[src/rtl/sts_pkg.sv]
// Shared constants for the scan trigger sequencer.
package sts_pkg;

  // Clock period of ref_clk in nanoseconds (40 MHz).
  localparam int unsigned CLK_PERIOD_NS = 32'h0000_0019;
  // One millisecond expressed in nanoseconds.
  localparam int unsigned MS_NS = 32'h000F_4240;
  // Clock cycles per millisecond tick, rounded up.
  localparam int unsigned MS_CYCLES = (MS_NS + CLK_PERIOD_NS - 1) / CLK_PERIOD_NS;
  // Width of the millisecond prescaler.
  localparam int unsigned PRESC_W = 32'h0000_0010;

  // Number of channel relays and the width of a channel index.
  localparam int unsigned NUM_CH = 32'h0000_0010;
  localparam int unsigned CH_W = 32'h0000_0004;

  // Width of the millisecond wait counter (holds up to 9999).
  localparam int unsigned MS_W = 32'h0000_000E;
  // Width of the pulse width setting (holds up to 100).
  localparam int unsigned PULSE_W = 32'h0000_0007;

  // Relay settling after opening and after closing, in milliseconds.
  localparam logic [13:0] OPEN_SETTLE_MS = 14'h0005;
  localparam logic [13:0] CLOSE_SETTLE_MS = 14'h0005;
  // Range of the user channel delay, in milliseconds.
  localparam logic [13:0] CHAN_DELAY_MIN_MS = 14'h0000;
  localparam logic [13:0] CHAN_DELAY_MAX_MS = 14'h270F;
  // Range of the channel-closed pulse width, in milliseconds.
  localparam logic [13:0] PULSE_MIN_MS = 14'h0001;
  localparam logic [13:0] PULSE_MAX_MS = 14'h0064;
  // Least width the far side must give either trigger input, in milliseconds.
  localparam int unsigned MIN_INPUT_PULSE_MS = 32'h0000_0001;

  // Index of each synchronised input.
  localparam int unsigned IN_ADVANCE = 32'h0000_0000;
  localparam int unsigned IN_ABORT = 32'h0000_0001;
  localparam int unsigned IN_COMM = 32'h0000_0002;
  localparam int unsigned NUM_IN = 32'h0000_0003;

  // Sequencer states.
  typedef enum logic [2:0] {
    STS_IDLE,
    STS_OPEN_WAIT,
    STS_CLOSE_WAIT,
    STS_DELAY,
    STS_HOLD
  } sts_state_t;

endpackage : sts_pkg

[src/rtl/sts_sequencer.sv]
// Scan sequencer driven by the external control port trigger inputs.
// Operation
// - Advance edge starts scan or steps channel.
// - Next advance edge ends the closed pulse.
// - Advance edges ignored until pulse is issued.
// - Abort input stops scan, opens relay.
// - After abort, next advance restarts first channel.
// - Wait 5 ms settling after relay opens.
// - Wait 5 ms settling after relay closes.
// - Insert user channel delay 0 to 9999 ms.
// - Closed pulse width programmable 1 to 100 ms.
// - Sinking mode inverts advance and abort pin logic levels.
// - Fixed or user comm settings; fixed default.
// - Closed pulse ends when relay opens.
// - Abort opens every channel relay.
`timescale 1ns/10ps
module sts_sequencer #(
  parameter int unsigned MS_CYCLES = sts_pkg::MS_CYCLES
) (
  input  wire logic                          ref_clk,
  input  wire logic                          sys_rst,
  input  wire logic                          scan_advance_pin,
  input  wire logic                          scan_abort_pin,
  input  wire logic                          sink_mode,
  input  wire logic                          comm_user_sel_pin,
  input  wire logic [sts_pkg::MS_W-1:0]      chan_delay_ms,
  input  wire logic [sts_pkg::PULSE_W-1:0]   pulse_width_ms,
  input  wire logic [sts_pkg::CH_W-1:0]      scan_last_ch,
  output logic      [sts_pkg::NUM_CH-1:0]    relay_close_q,
  output logic      [sts_pkg::CH_W-1:0]      chan_idx_q,
  output logic                               close_pulse_q,
  output logic                               scan_active_q,
  output logic                               busy_q,
  output logic                               fixed_comm_settings_q
);

  // Limits a millisecond setting to its legal range.
  function automatic logic [13:0] clamp_ms(input logic [13:0] val,
                                           input logic [13:0] lo,
                                           input logic [13:0] hi);
    logic [13:0] res;
    res = val;
    if (val < lo) begin
      res = lo;
    end else if (val > hi) begin
      res = hi;
    end
    return res;
  endfunction : clamp_ms

  // Last prescaler value of each millisecond.
  localparam logic [sts_pkg::PRESC_W-1:0] PRESC_LAST = sts_pkg::PRESC_W'(MS_CYCLES - 1);

  // Raw pins, their inversion modes and the synchronised results.
  logic [sts_pkg::NUM_IN-1:0] pin_vec;
  logic [sts_pkg::NUM_IN-1:0] inv_vec;
  logic [sts_pkg::NUM_IN-1:0] lvl_vec;
  logic [sts_pkg::NUM_IN-1:0] rise_vec;
  // Sequencer state and next state.
  sts_pkg::sts_state_t state_q;
  sts_pkg::sts_state_t state_d;
  // Wait counter load request and value.
  logic                       wait_load;
  logic [sts_pkg::MS_W-1:0]   wait_val;
  // Remaining milliseconds of the current wait and its prescaler.
  logic [sts_pkg::MS_W-1:0]   wait_ms_q;
  logic [sts_pkg::PRESC_W-1:0] wait_presc_q;
  // Remaining pulse milliseconds and its own prescaler.
  logic [sts_pkg::MS_W-1:0]   pulse_ms_q;
  logic [sts_pkg::PRESC_W-1:0] pulse_presc_q;
  // Derived events.
  logic adv_evt;
  logic abort_evt;
  logic wait_done;
  logic close_go;
  logic relay_opening;
  logic pulse_start;
  logic [sts_pkg::CH_W-1:0] next_idx;

  assign pin_vec[sts_pkg::IN_ADVANCE] = scan_advance_pin;
  assign pin_vec[sts_pkg::IN_ABORT]   = scan_abort_pin;
  assign pin_vec[sts_pkg::IN_COMM]    = comm_user_sel_pin;
  assign inv_vec[sts_pkg::IN_ADVANCE] = sink_mode;
  assign inv_vec[sts_pkg::IN_ABORT]   = sink_mode;
  // The selector switch is a plain contact, not an isolated trigger line.
  assign inv_vec[sts_pkg::IN_COMM]    = 1'b0;

  // One synchroniser per asynchronous input.
  genvar gi;
  generate
    for (gi = 0; gi < sts_pkg::NUM_IN; gi++) begin : g_sync
      sts_edge_sync u_sync (
        .ref_clk (ref_clk),
        .sys_rst (sys_rst),
        .pin_in  (pin_vec[gi]),
        .invert  (inv_vec[gi]),
        .level_q (lvl_vec[gi]),
        .rise_q  (rise_vec[gi])
      );
    end
  endgenerate

  // Trigger inputs are sampled every cycle, so any pulse the far side
  // holds for a millisecond or more is seen many times over.
  // advance recognised
  assign adv_evt   = rise_vec[sts_pkg::IN_ADVANCE];
  assign abort_evt = rise_vec[sts_pkg::IN_ABORT];
  assign wait_done = (wait_ms_q == '0);

  // Next-state logic; advances are honoured only in idle and hold.
  always_comb begin
    state_d   = state_q;
    wait_load = 1'b0;
    wait_val  = '0;
    case (state_q)
      sts_pkg::STS_IDLE: begin
        if (adv_evt) begin
          state_d   = sts_pkg::STS_CLOSE_WAIT;
          wait_load = 1'b1;
          wait_val  = sts_pkg::CLOSE_SETTLE_MS;
        end
      end
      sts_pkg::STS_HOLD: begin
        if (adv_evt) begin
          state_d   = sts_pkg::STS_OPEN_WAIT;
          wait_load = 1'b1;
          wait_val  = sts_pkg::OPEN_SETTLE_MS;
        end
      end
      sts_pkg::STS_OPEN_WAIT: begin
        if (wait_done) begin
          if (chan_idx_q == scan_last_ch) begin
            // Past the last channel the scan ends with all relays open.
            state_d = sts_pkg::STS_IDLE;
          end else begin
            state_d   = sts_pkg::STS_CLOSE_WAIT;
            wait_load = 1'b1;
            wait_val  = sts_pkg::CLOSE_SETTLE_MS;
          end
        end
      end
      sts_pkg::STS_CLOSE_WAIT: begin
        if (wait_done) begin
          state_d   = sts_pkg::STS_DELAY;
          wait_load = 1'b1;
          wait_val  = clamp_ms(chan_delay_ms, sts_pkg::CHAN_DELAY_MIN_MS,
                               sts_pkg::CHAN_DELAY_MAX_MS);
        end
      end
      sts_pkg::STS_DELAY: begin
        if (wait_done) begin
          state_d = sts_pkg::STS_HOLD;
        end
      end
      default: begin
        state_d = sts_pkg::STS_IDLE;
      end
    endcase
    if (abort_evt) begin
      state_d   = sts_pkg::STS_IDLE;
      wait_load = 1'b0;
    end
  end

  assign close_go      = (state_d == sts_pkg::STS_CLOSE_WAIT) &&
                         (state_q != sts_pkg::STS_CLOSE_WAIT);
  assign relay_opening = (state_q == sts_pkg::STS_HOLD) && (state_d != sts_pkg::STS_HOLD);
  assign pulse_start   = (state_q == sts_pkg::STS_DELAY) && (state_d == sts_pkg::STS_HOLD);
  assign next_idx      = (state_q == sts_pkg::STS_IDLE) ? '0 : chan_idx_q + 1'b1;

  // Sequence state, channel index and scan flag.
  always_ff @(posedge ref_clk) begin
    if (sys_rst) begin
      state_q       <= sts_pkg::STS_IDLE;
      chan_idx_q    <= '0;
      scan_active_q <= 1'b0;
    end else begin
      state_q <= state_d;
      if (abort_evt) begin
        chan_idx_q    <= '0;
        scan_active_q <= 1'b0;
      end else if (close_go) begin
        chan_idx_q    <= next_idx;
        scan_active_q <= 1'b1;
      end else if (state_d == sts_pkg::STS_IDLE) begin
        chan_idx_q    <= '0;
        scan_active_q <= 1'b0;
      end
    end
  end

  // Relay drive; opening always comes before the next close.
  always_ff @(posedge ref_clk) begin
    if (sys_rst) begin
      relay_close_q <= '0;
    end else if (abort_evt) begin
      relay_close_q <= '0;
    end else if (relay_opening) begin
      relay_close_q <= '0;
    end else if (close_go) begin
      relay_close_q <= sts_pkg::NUM_CH'(1) << next_idx;
    end
  end

  // Wait counter; the prescaler restarts on each load so a wait is never
  // shortened by a partly elapsed millisecond.
  always_ff @(posedge ref_clk) begin
    if (sys_rst) begin
      wait_ms_q    <= '0;
      wait_presc_q <= '0;
    end else if (wait_load) begin
      wait_ms_q    <= wait_val;
      wait_presc_q <= '0;
    end else if (abort_evt) begin
      wait_ms_q    <= '0;
      wait_presc_q <= '0;
    end else if (!wait_done) begin
      if (wait_presc_q == PRESC_LAST) begin
        wait_presc_q <= '0;
        wait_ms_q    <= wait_ms_q - 1'b1;
      end else begin
        wait_presc_q <= wait_presc_q + 1'b1;
      end
    end
  end

  // Channel-closed pulse with its own timer.
  always_ff @(posedge ref_clk) begin
    if (sys_rst) begin
      close_pulse_q <= 1'b0;
      pulse_ms_q    <= '0;
      pulse_presc_q <= '0;
    end else if (pulse_start) begin
      close_pulse_q <= 1'b1;
      pulse_ms_q    <= clamp_ms({7'h00, pulse_width_ms}, sts_pkg::PULSE_MIN_MS,
                                sts_pkg::PULSE_MAX_MS);
      pulse_presc_q <= '0;
    end else if (close_pulse_q) begin
      if (relay_opening || abort_evt) begin
        close_pulse_q <= 1'b0;
      end else if (close_go) begin
        close_pulse_q <= 1'b0;
      end else if (pulse_presc_q == PRESC_LAST) begin
        pulse_presc_q <= '0;
        pulse_ms_q    <= pulse_ms_q - 1'b1;
        if (pulse_ms_q == 14'h0001) begin
          close_pulse_q <= 1'b0;
        end
      end else begin
        pulse_presc_q <= pulse_presc_q + 1'b1;
      end
    end
  end

  // Busy while a channel switch is under way.
  always_ff @(posedge ref_clk) begin
    if (sys_rst) begin
      busy_q <= 1'b0;
    end else begin
      busy_q <= (state_d == sts_pkg::STS_OPEN_WAIT) ||
                (state_d == sts_pkg::STS_CLOSE_WAIT) ||
                (state_d == sts_pkg::STS_DELAY);
    end
  end

  always_ff @(posedge ref_clk) begin
    if (sys_rst) begin
      fixed_comm_settings_q <= 1'b1;
    end else begin
      fixed_comm_settings_q <= ~lvl_vec[sts_pkg::IN_COMM];
    end
  end

endmodule : sts_sequencer

[src/rtl/sts_edge_sync.sv]
// Three-stage input synchroniser with polarity and rising-edge detection.
`timescale 1ns/10ps
module sts_edge_sync (
  input  wire logic ref_clk,
  input  wire logic sys_rst,
  input  wire logic pin_in,
  input  wire logic invert,
  output logic      level_q,
  output logic      rise_q
);

  // Synchroniser chain; stage one feeds only stage two.
  logic sync1_q;
  logic sync2_q;
  logic sync3_q;
  // Accepted raw level once stages two and three agree.
  logic stable_q;
  // Logical level after the polarity mode is applied.
  logic logic_lvl;

  // The chain samples the asynchronous pin. Reset fills it with the idle
  // terminal level of the selected polarity mode, so that the logical level
  // is low from the first edge and no false edge follows reset.
  always_ff @(posedge ref_clk) begin
    if (sys_rst) begin
      sync1_q <= invert;
      sync2_q <= invert;
      sync3_q <= invert;
    end else begin
      sync1_q <= pin_in;
      sync2_q <= sync1_q;
      sync3_q <= sync2_q;
    end
  end

  // A change is taken only when the two later stages agree, so one
  // metastable sample cannot produce a false edge.
  always_ff @(posedge ref_clk) begin
    if (sys_rst) begin
      stable_q <= invert;
    end else if (sync2_q == sync3_q) begin
      stable_q <= sync2_q;
    end
  end

  // Sinking mode inverts the terminal level.
  assign logic_lvl = stable_q ^ invert;

  // Level and single-cycle rising edge of the logical signal.
  always_ff @(posedge ref_clk) begin
    if (sys_rst) begin
      level_q <= 1'b0;
      rise_q  <= 1'b0;
    end else begin
      level_q <= logic_lvl;
      rise_q  <= logic_lvl & ~level_q;
    end
  end

endmodule : sts_edge_sync

[config.mk]
export PLATFORM = sky130hd
export DESIGN_NAME = sts_sequencer
export DESIGN_NICKNAME = d
export VERILOG_FILES = /design/src/rtl/sts_pkg.sv /design/src/rtl/sts_sequencer.sv /design/src/rtl/sts_edge_sync.sv
export SDC_FILE = /design/constraint.sdc
export NUM_CORES = 1
export LEC_CHECK = 0
export ABC_AREA = 1
export CAP_MARGIN = 5
export CORE_MARGIN = 8
export CORE_UTILIZATION = 42
export CTS_CLUSTER_SIZE = 28
export DETAILED_ROUTE_END_ITERATION = 16
export DONT_BUFFER_PORTS = 1
export PLACE_DENSITY = 0.62
export SLEW_MARGIN = 20
export SYNTH_ARGS = -nofsm -noshare
export SYNTH_HDL_FRONTEND = slang
export SYNTH_SLANG_ARGS = --single-unit
[constraint.sdc]
create_clock -name ref_clk -period 4.23 [get_ports ref_clk]
set_clock_uncertainty 0.1 [all_clocks]
set_input_delay 1.269 -clock ref_clk [delete_from_list [all_inputs] [get_ports ref_clk]]
set_output_delay 1.269 -clock ref_clk [all_outputs]
set_load 0.05 [all_outputs]
# After elaboration in Yosys (flattened, before gate mapping)
# Index checks and enable logic that the tools add are counted.
dict set report totals {
  regBits 104
  out_inout_bits 24
}
dict set report op_classes {
  n_addsub 5
  magnitude_cmp 4
  n_eq_ne 20
  shifts 1
  mux 55
  bitwise 9
  n_reduce_logical 23
}
# operator n
set ops {}
lappend ops {{14-bit two-way mux} 12}
lappend ops {{14-bit case mux with 3 select lines} 1}
lappend ops {{16-bit by 1-bit adder with 16-bit output, second input constant} 2}
lappend ops {{16-bit == test, second input constant} 2}
lappend ops {{16-bit two-way mux} 2}
lappend ops {{14-bit by 1-bit subtractor with 14-bit output, second input constant} 2}
lappend ops {{3-bit two-way mux} 9}
lappend ops {{1-bit two-way mux} 23}
lappend ops {{1-bit by 4-bit left shift with 16-bit output, first input constant} 1}
lappend ops {{3-bit case mux with 5 select lines} 1}
lappend ops {{14-bit by 1-bit == test with 1-bit output, second input constant} 1}
lappend ops {{14-bit greater-than comparator, second input constant} 1}
lappend ops {{14-bit zero test} 1}
lappend ops {{14-bit by 1-bit less-than comparator with 1-bit output, second input constant} 1}
lappend ops {{7-bit two-way mux} 2}
lappend ops {{3-bit by 2-bit == test with 1-bit output, second input constant} 4}
lappend ops {{4-bit two-way mux} 3}
lappend ops {{2-bit nonzero test} 5}
lappend ops {{7-bit greater-than comparator, second input constant} 1}
lappend ops {{7-bit by 1-bit less-than comparator with 1-bit output, second input constant} 1}
lappend ops {{3-bit by 1-bit == test with 1-bit output, second input constant} 2}
lappend ops {{3-bit == test, second input constant} 2}
lappend ops {{3-bit zero test} 2}
lappend ops {{3-bit by 2-bit inequality test with 1-bit output, second input constant} 2}
lappend ops {{other kinds (19)} 34}

# Logic depth before layout (Yosys ltp)
dict set report depth {
  ltp_word 11
  ltp_mapped 15
  ltp_nobuf 14
}

# Hierarchy
# Synthesis repeated with hierarchy kept, for this count alone.
dict set report hier_totals {
  cells_unflattened 899
  area_unflattened_um2 6103.4
}
# module instances cells_per_inst area_per_inst_um2
set by_module_without_submodules {}
lappend by_module_without_submodules {sts_sequencer 1 830 5495.3}
lappend by_module_without_submodules {sts_edge_sync 3 23 202.7}

# Worst setup path after synthesis
# No wires, ideal clock.
dict set report synth_timing {
  path_kind {input to register}
  from {input port scan_last_ch[0] in the netlist's numbering}
  to {register wait_ms_q[5] in the netlist's numbering}
  t_arrival_ps 2365
  setup_slack_ps 1649
  path_stages 9
  path_cell_list {xnor2_1 nand2_1 nor2_1 o22ai_1 nor3_2 nand2_2 buf_4 o21ai_0 nor2_1}
}
dict set report synth_between {
  elab_chain_len 7
}
# item line
set synth_lines {}
lappend synth_lines {{start, declared} sts_sequencer.sv:28} ;# input wire logic [sts_pkg::CH_W-1:0] scan_last_ch,
lappend synth_lines {{4-bit == test (*)} sts_sequencer.sv:132} ;# if (chan_idx_q == scan_last_ch) begin
lappend synth_lines {{1-bit two-way mux (*)} sts_sequencer.sv:132}
lappend synth_lines {{1-bit two-way mux (*)} sts_sequencer.sv:131} ;# if (wait_done) begin
lappend synth_lines {{1-bit case mux with 3 select lines (*)} sts_sequencer.sv:115} ;# case (state_q)
lappend synth_lines {{1-bit two-way mux (*)} sts_sequencer.sv:159} ;# if (abort_evt) begin
lappend synth_lines {{3-bit by 2-bit inequality test with 1-bit output (no line) / 3-bit nonzero test (equally long branches)} -}
lappend synth_lines {{2-bit AND reduction (no line)} -}
lappend synth_lines {{end signal, assigned} sts_sequencer.sv:212} ;# wait_ms_q <= wait_val;
lappend synth_lines {{end signal, assigned} sts_sequencer.sv:220} ;# wait_ms_q <= wait_ms_q - 1'b1;
lappend synth_lines {{end, declared} sts_sequencer.sv:66} ;# logic [sts_pkg::MS_W-1:0] wait_ms_q;
# Mark *: on every way between the ends. The rest lies on a longest branch, timed or not.
# A chain may end at the register's enable or synchronous reset.

# Final worst setup path
dict set report layout_timing {
  from {input port scan_last_ch[0] in the netlist's numbering}
  to {register wait_presc_q[13] in the netlist's numbering}
}
dict set report layout_between {
  elab_chain_len 6
}
# item line
set layout_lines {}
lappend layout_lines {{4-bit == test} sts_sequencer.sv:132}
lappend layout_lines {{1-bit two-way mux} sts_sequencer.sv:132}
lappend layout_lines {{1-bit two-way mux} sts_sequencer.sv:131}
lappend layout_lines {{1-bit case mux with 3 select lines} sts_sequencer.sv:115}
lappend layout_lines {{1-bit two-way mux} sts_sequencer.sv:159}
lappend layout_lines {{3-bit OR reduction (no line)} -}
lappend layout_lines {{end signal, assigned} sts_sequencer.sv:222} ;# wait_presc_q <= wait_presc_q + 1'b1;
lappend layout_lines {{end, declared} sts_sequencer.sv:67} ;# logic [sts_pkg::PRESC_W-1:0] wait_presc_q;
# Every way passes these cells.

==> impl_results.md <==
* Std cell rows at 43
* Ant diodes at 0
* Syn Inst Count at 885
* # resized after CTS at 0
* Crit path required time at 4.41 ns
* Number of synthesized flops with an enable pin at 2
* Num ports at 55
* Worst Hold Class: flip-flop to flip-flop
* Crit share post-route at 68.7%
* Antenna Violating Nets Remaining at 0
* Worst path buffer plus inverter count at 2
* Reg-to-Reg Start: chan_idx_q[1]$_SDFFE_PP0P_
* FF-to-FF End: wait_presc_q[13]$_SDFFE_PP0P_
* Sink Count at 104
* Design area at 0.00631 mm^2
* Outcome: completed
* Hold path startpoint: g_sync[2].u_sync.level_q$_SDFF_PP0_
* Slew headroom at 53.2%
* Total global routing track utilization at 15.5%
* Hold Path End: fixed_comm_settings_q$_SDFF_PP1_
* Iteration-0 DRC Markers at 415
* Cts bufs inserted at 9
* Vias per cell at 5.07
* Final #Nets at 913
* Pre-CTS WS at 0.916 ns
* Hold depth at 1
* Htree depth at 3
* Global route total overflow at 0
* Starting Density at 42.7%
* Die Height at 135 um
* Register bit total from synthesis at 104
* Worst-Margin Slew at 0.701 ns
* DP Wirelength at 10,000 um
* 1st-pass router iterations at 4
* Max IR drop VDD at 0.270 mV
* Global-route wire length before repair at 23,300 um
* WL/cell at 13.0 um
* Routed WL at 13,800 um
* CP Capture Type: flip-flop
* LEAKAGE at 2.54 nW
* CTS Root Cell: clkbuf_16
* PwrDens at 406 mW/mm^2
* Number of hold violations in the final report at 0
* Worst setup margin at 1.32 ns
* Synth cell types at 41
* Mapped Area at 0.00591 mm^2
* Final setup fails at 0
* Setup crit start kind: input pin
* Share of post-route cells with drive strength above 1 at 7.05%
* Setup TNS at 0 ns
* Max Root-Sink Buffers at 2
* Initial antenna violation count at 0
* Yosys warns at 0
* R2R setup slack at 1.40 ns
* Post-CTS Setup Bufs at 0
* Placed Area at 0.00602 mm^2
* Die area at 0.0181 mm^2
* CP arrival at 3.09 ns
* Final slew viol count at 0
* Core area at 0.0138 mm^2
* CTS tree: done
* Largest net degree at the start of global routing at 47
* Hold_ws at 0.281 ns
* Ys flop type: dfxtp_1
* R2R cell count at 10
* Cell family with most CP delay: simple AND/OR/NAND/NOR gates
* Net count after synthesis at 923
* Layout Area Growth over Synthesis at 6.75%
* Final cell utilization of the core at 45.6%
* Worst skew pair latency at 0.35 ns
* Setup CP Type: input pin to flip-flop
* DRC errors left at 0
* Max-Cap Viols at 0
* CTS Hold Bufs at 0
* Worst-path clk slew at 0.07 ns
* IO Port Bufs at 0
* RSZ-0062 raised after global routing: no
* CP max stage cell: nand3_1
* Avg Synthesized Cell Area at 6.68 um^2
* Max Fclk at 344 MHz
* Crit Path Max Fanout at 12
* Crit path largest cell delay at 0.37 ns
* Die X at 135 um
* Fin crit period at 2.91 ns
* Post-synthesis sequential area ratio at 35.6%
* Vias in the first global route at 4,874
* Post-synth ARST share at 0%
* Crit-path cells: xnor2_1, nand2_1, nor2_1, o22ai_1, inv_1, nand3_1, nor2_1, inv_1, a21oi_1
* Via count at 5,376
* Routability cong. at 0.858
-- where the power goes --
group | internal [mW] | switching [mW]
Sequential | 1.04 | 0.0904
Combinational | 0.187 | 0.428
Clock | 0.435 | 0.381
Total | 1.66 | 0.900
-- sequential cells by signal (all words and copies together), names as in the netlist, 2 cells and up --
register	cells
g_sync.u_sync.sync3_q	3
wait_presc_q	16
g_sync.u_sync.stable_q	3
relay_close_q	16
wait_ms_q	14
pulse_presc_q	16
g_sync.u_sync.level_q	3
g_sync.u_sync.sync1_q	3
g_sync.u_sync.sync2_q	3
chan_idx_q	4
g_sync.u_sync.rise_q	2
pulse_ms_q	14
state_q	3
-- layout make-up --
class                   instances  area [um^2]
well taps                     180          225
flip-flops and latches        104         2100
multi-input cells             652         3260
clock buffers                  11          253
inverters                     103          392
fillers                      1469         7520
clock inverters                 5         40.0
repair buffers                  5         37.5
-- synth_stat cells (2+ instances only) --
| master | number | area [um^2] |
|---|---|---|
| dfxtp_1 | 102 | 2040 |
| nand2_2 | 8 | 50.1 |
| nor2_1 | 150 | 563 |
| nor2_4 | 5 | 56.3 |
| buf_2 | 5 | 25.0 |
| buf_6 | 4 | 45.0 |
| xor2_1 | 25 | 219 |
| xnor2_1 | 12 | 105 |
| a21oi_1 | 72 | 360 |
| clkbuf_1 | 10 | 37.5 |
| a21o_1 | 3 | 22.5 |
| buf_4 | 6 | 45.0 |
| inv_2 | 7 | 26.3 |
| edfxtp_1 | 2 | 60.1 |
| o21ai_0 | 27 | 135 |
| nand4_1 | 43 | 269 |
| nand3_2 | 3 | 30.0 |
| nor3_1 | 29 | 145 |
| ha_1 | 7 | 87.6 |
| nor2_2 | 7 | 43.8 |
| a31o_2 | 2 | 17.5 |
| nand3_4 | 2 | 35.0 |
| nand3_1 | 56 | 280 |
| o21ai_1 | 11 | 55.1 |
| nand2_1 | 178 | 668 |
| inv_1 | 94 | 353 |
-- cell families after synthesis --
group,share of synthesized area [%]
flops,35.6
xor+xnor,5.48
buf+inv,9.27
simple gates,37.6
fa+ha+maj,1.48
compound gates,10.6
-- stage by stage --
stage | std cells | power [mW]
after detailed placement | 1044 | 1.77
after global routing | 1060 | 2.70
final | 1060 | 2.56
after global placement | 1044 | 1.77
after CTS | 1060 | 2.59
after floorplan | 885 | 1.68
-- metal layers --
layer / track usage [%] / share of wire (%)
met4: 4.43 / 1.4
met5: 0 / 0
met2: 26.0 / 48
met1: 19.1 / 47
met3: 4.16 / 4.0
-- cells in the final DEF (no fill, tap or decap), types with 2 or more instances in the layout --
cell	count
nor2_2	7
inv_1	94
o21ai_1	11
clkinvlp_4	3
nor3_1	29
clkbuf_8	2
edfxtp_1	2
a21oi_1	72
nor2_4	5
xor2_1	25
buf_4	5
nand4_1	43
clkbuf_16	9
o21ai_0	27
nand3_4	2
inv_2	7
xnor2_1	12
ha_1	7
a21o_1	3
a31o_2	2
nand2_1	178
nand3_1	56
nor2_1	150
dfxtp_1	102
nand2_2	8
nand3_2	3
clkinv_4	2
-- worst max-delay path by stage --
stage                     from                             to  slack, ns  depth (start not counted)
5_1_grt        scan_last_ch[0]   wait_presc_q[5]$_SDFFE_PP0P_       0.96                          9
3_3_place_gp   scan_last_ch[1]   wait_presc_q[1]$_SDFFE_PP0P_       0.94                         10
4_1_cts        scan_last_ch[0]     pulse_ms_q[4]$_SDFFE_PP0P_       1.29                         10
6_report       scan_last_ch[0]  wait_presc_q[13]$_SDFFE_PP0P_       1.32                          9
2_1_floorplan  scan_last_ch[0]      wait_ms_q[5]$_SDFFE_PP0P_       1.65                          9
3_5_place_dp   scan_last_ch[1]     pulse_ms_q[4]$_SDFFE_PP0P_       0.92                         11
No activity file was read; power rests on OpenSTA's default activity.
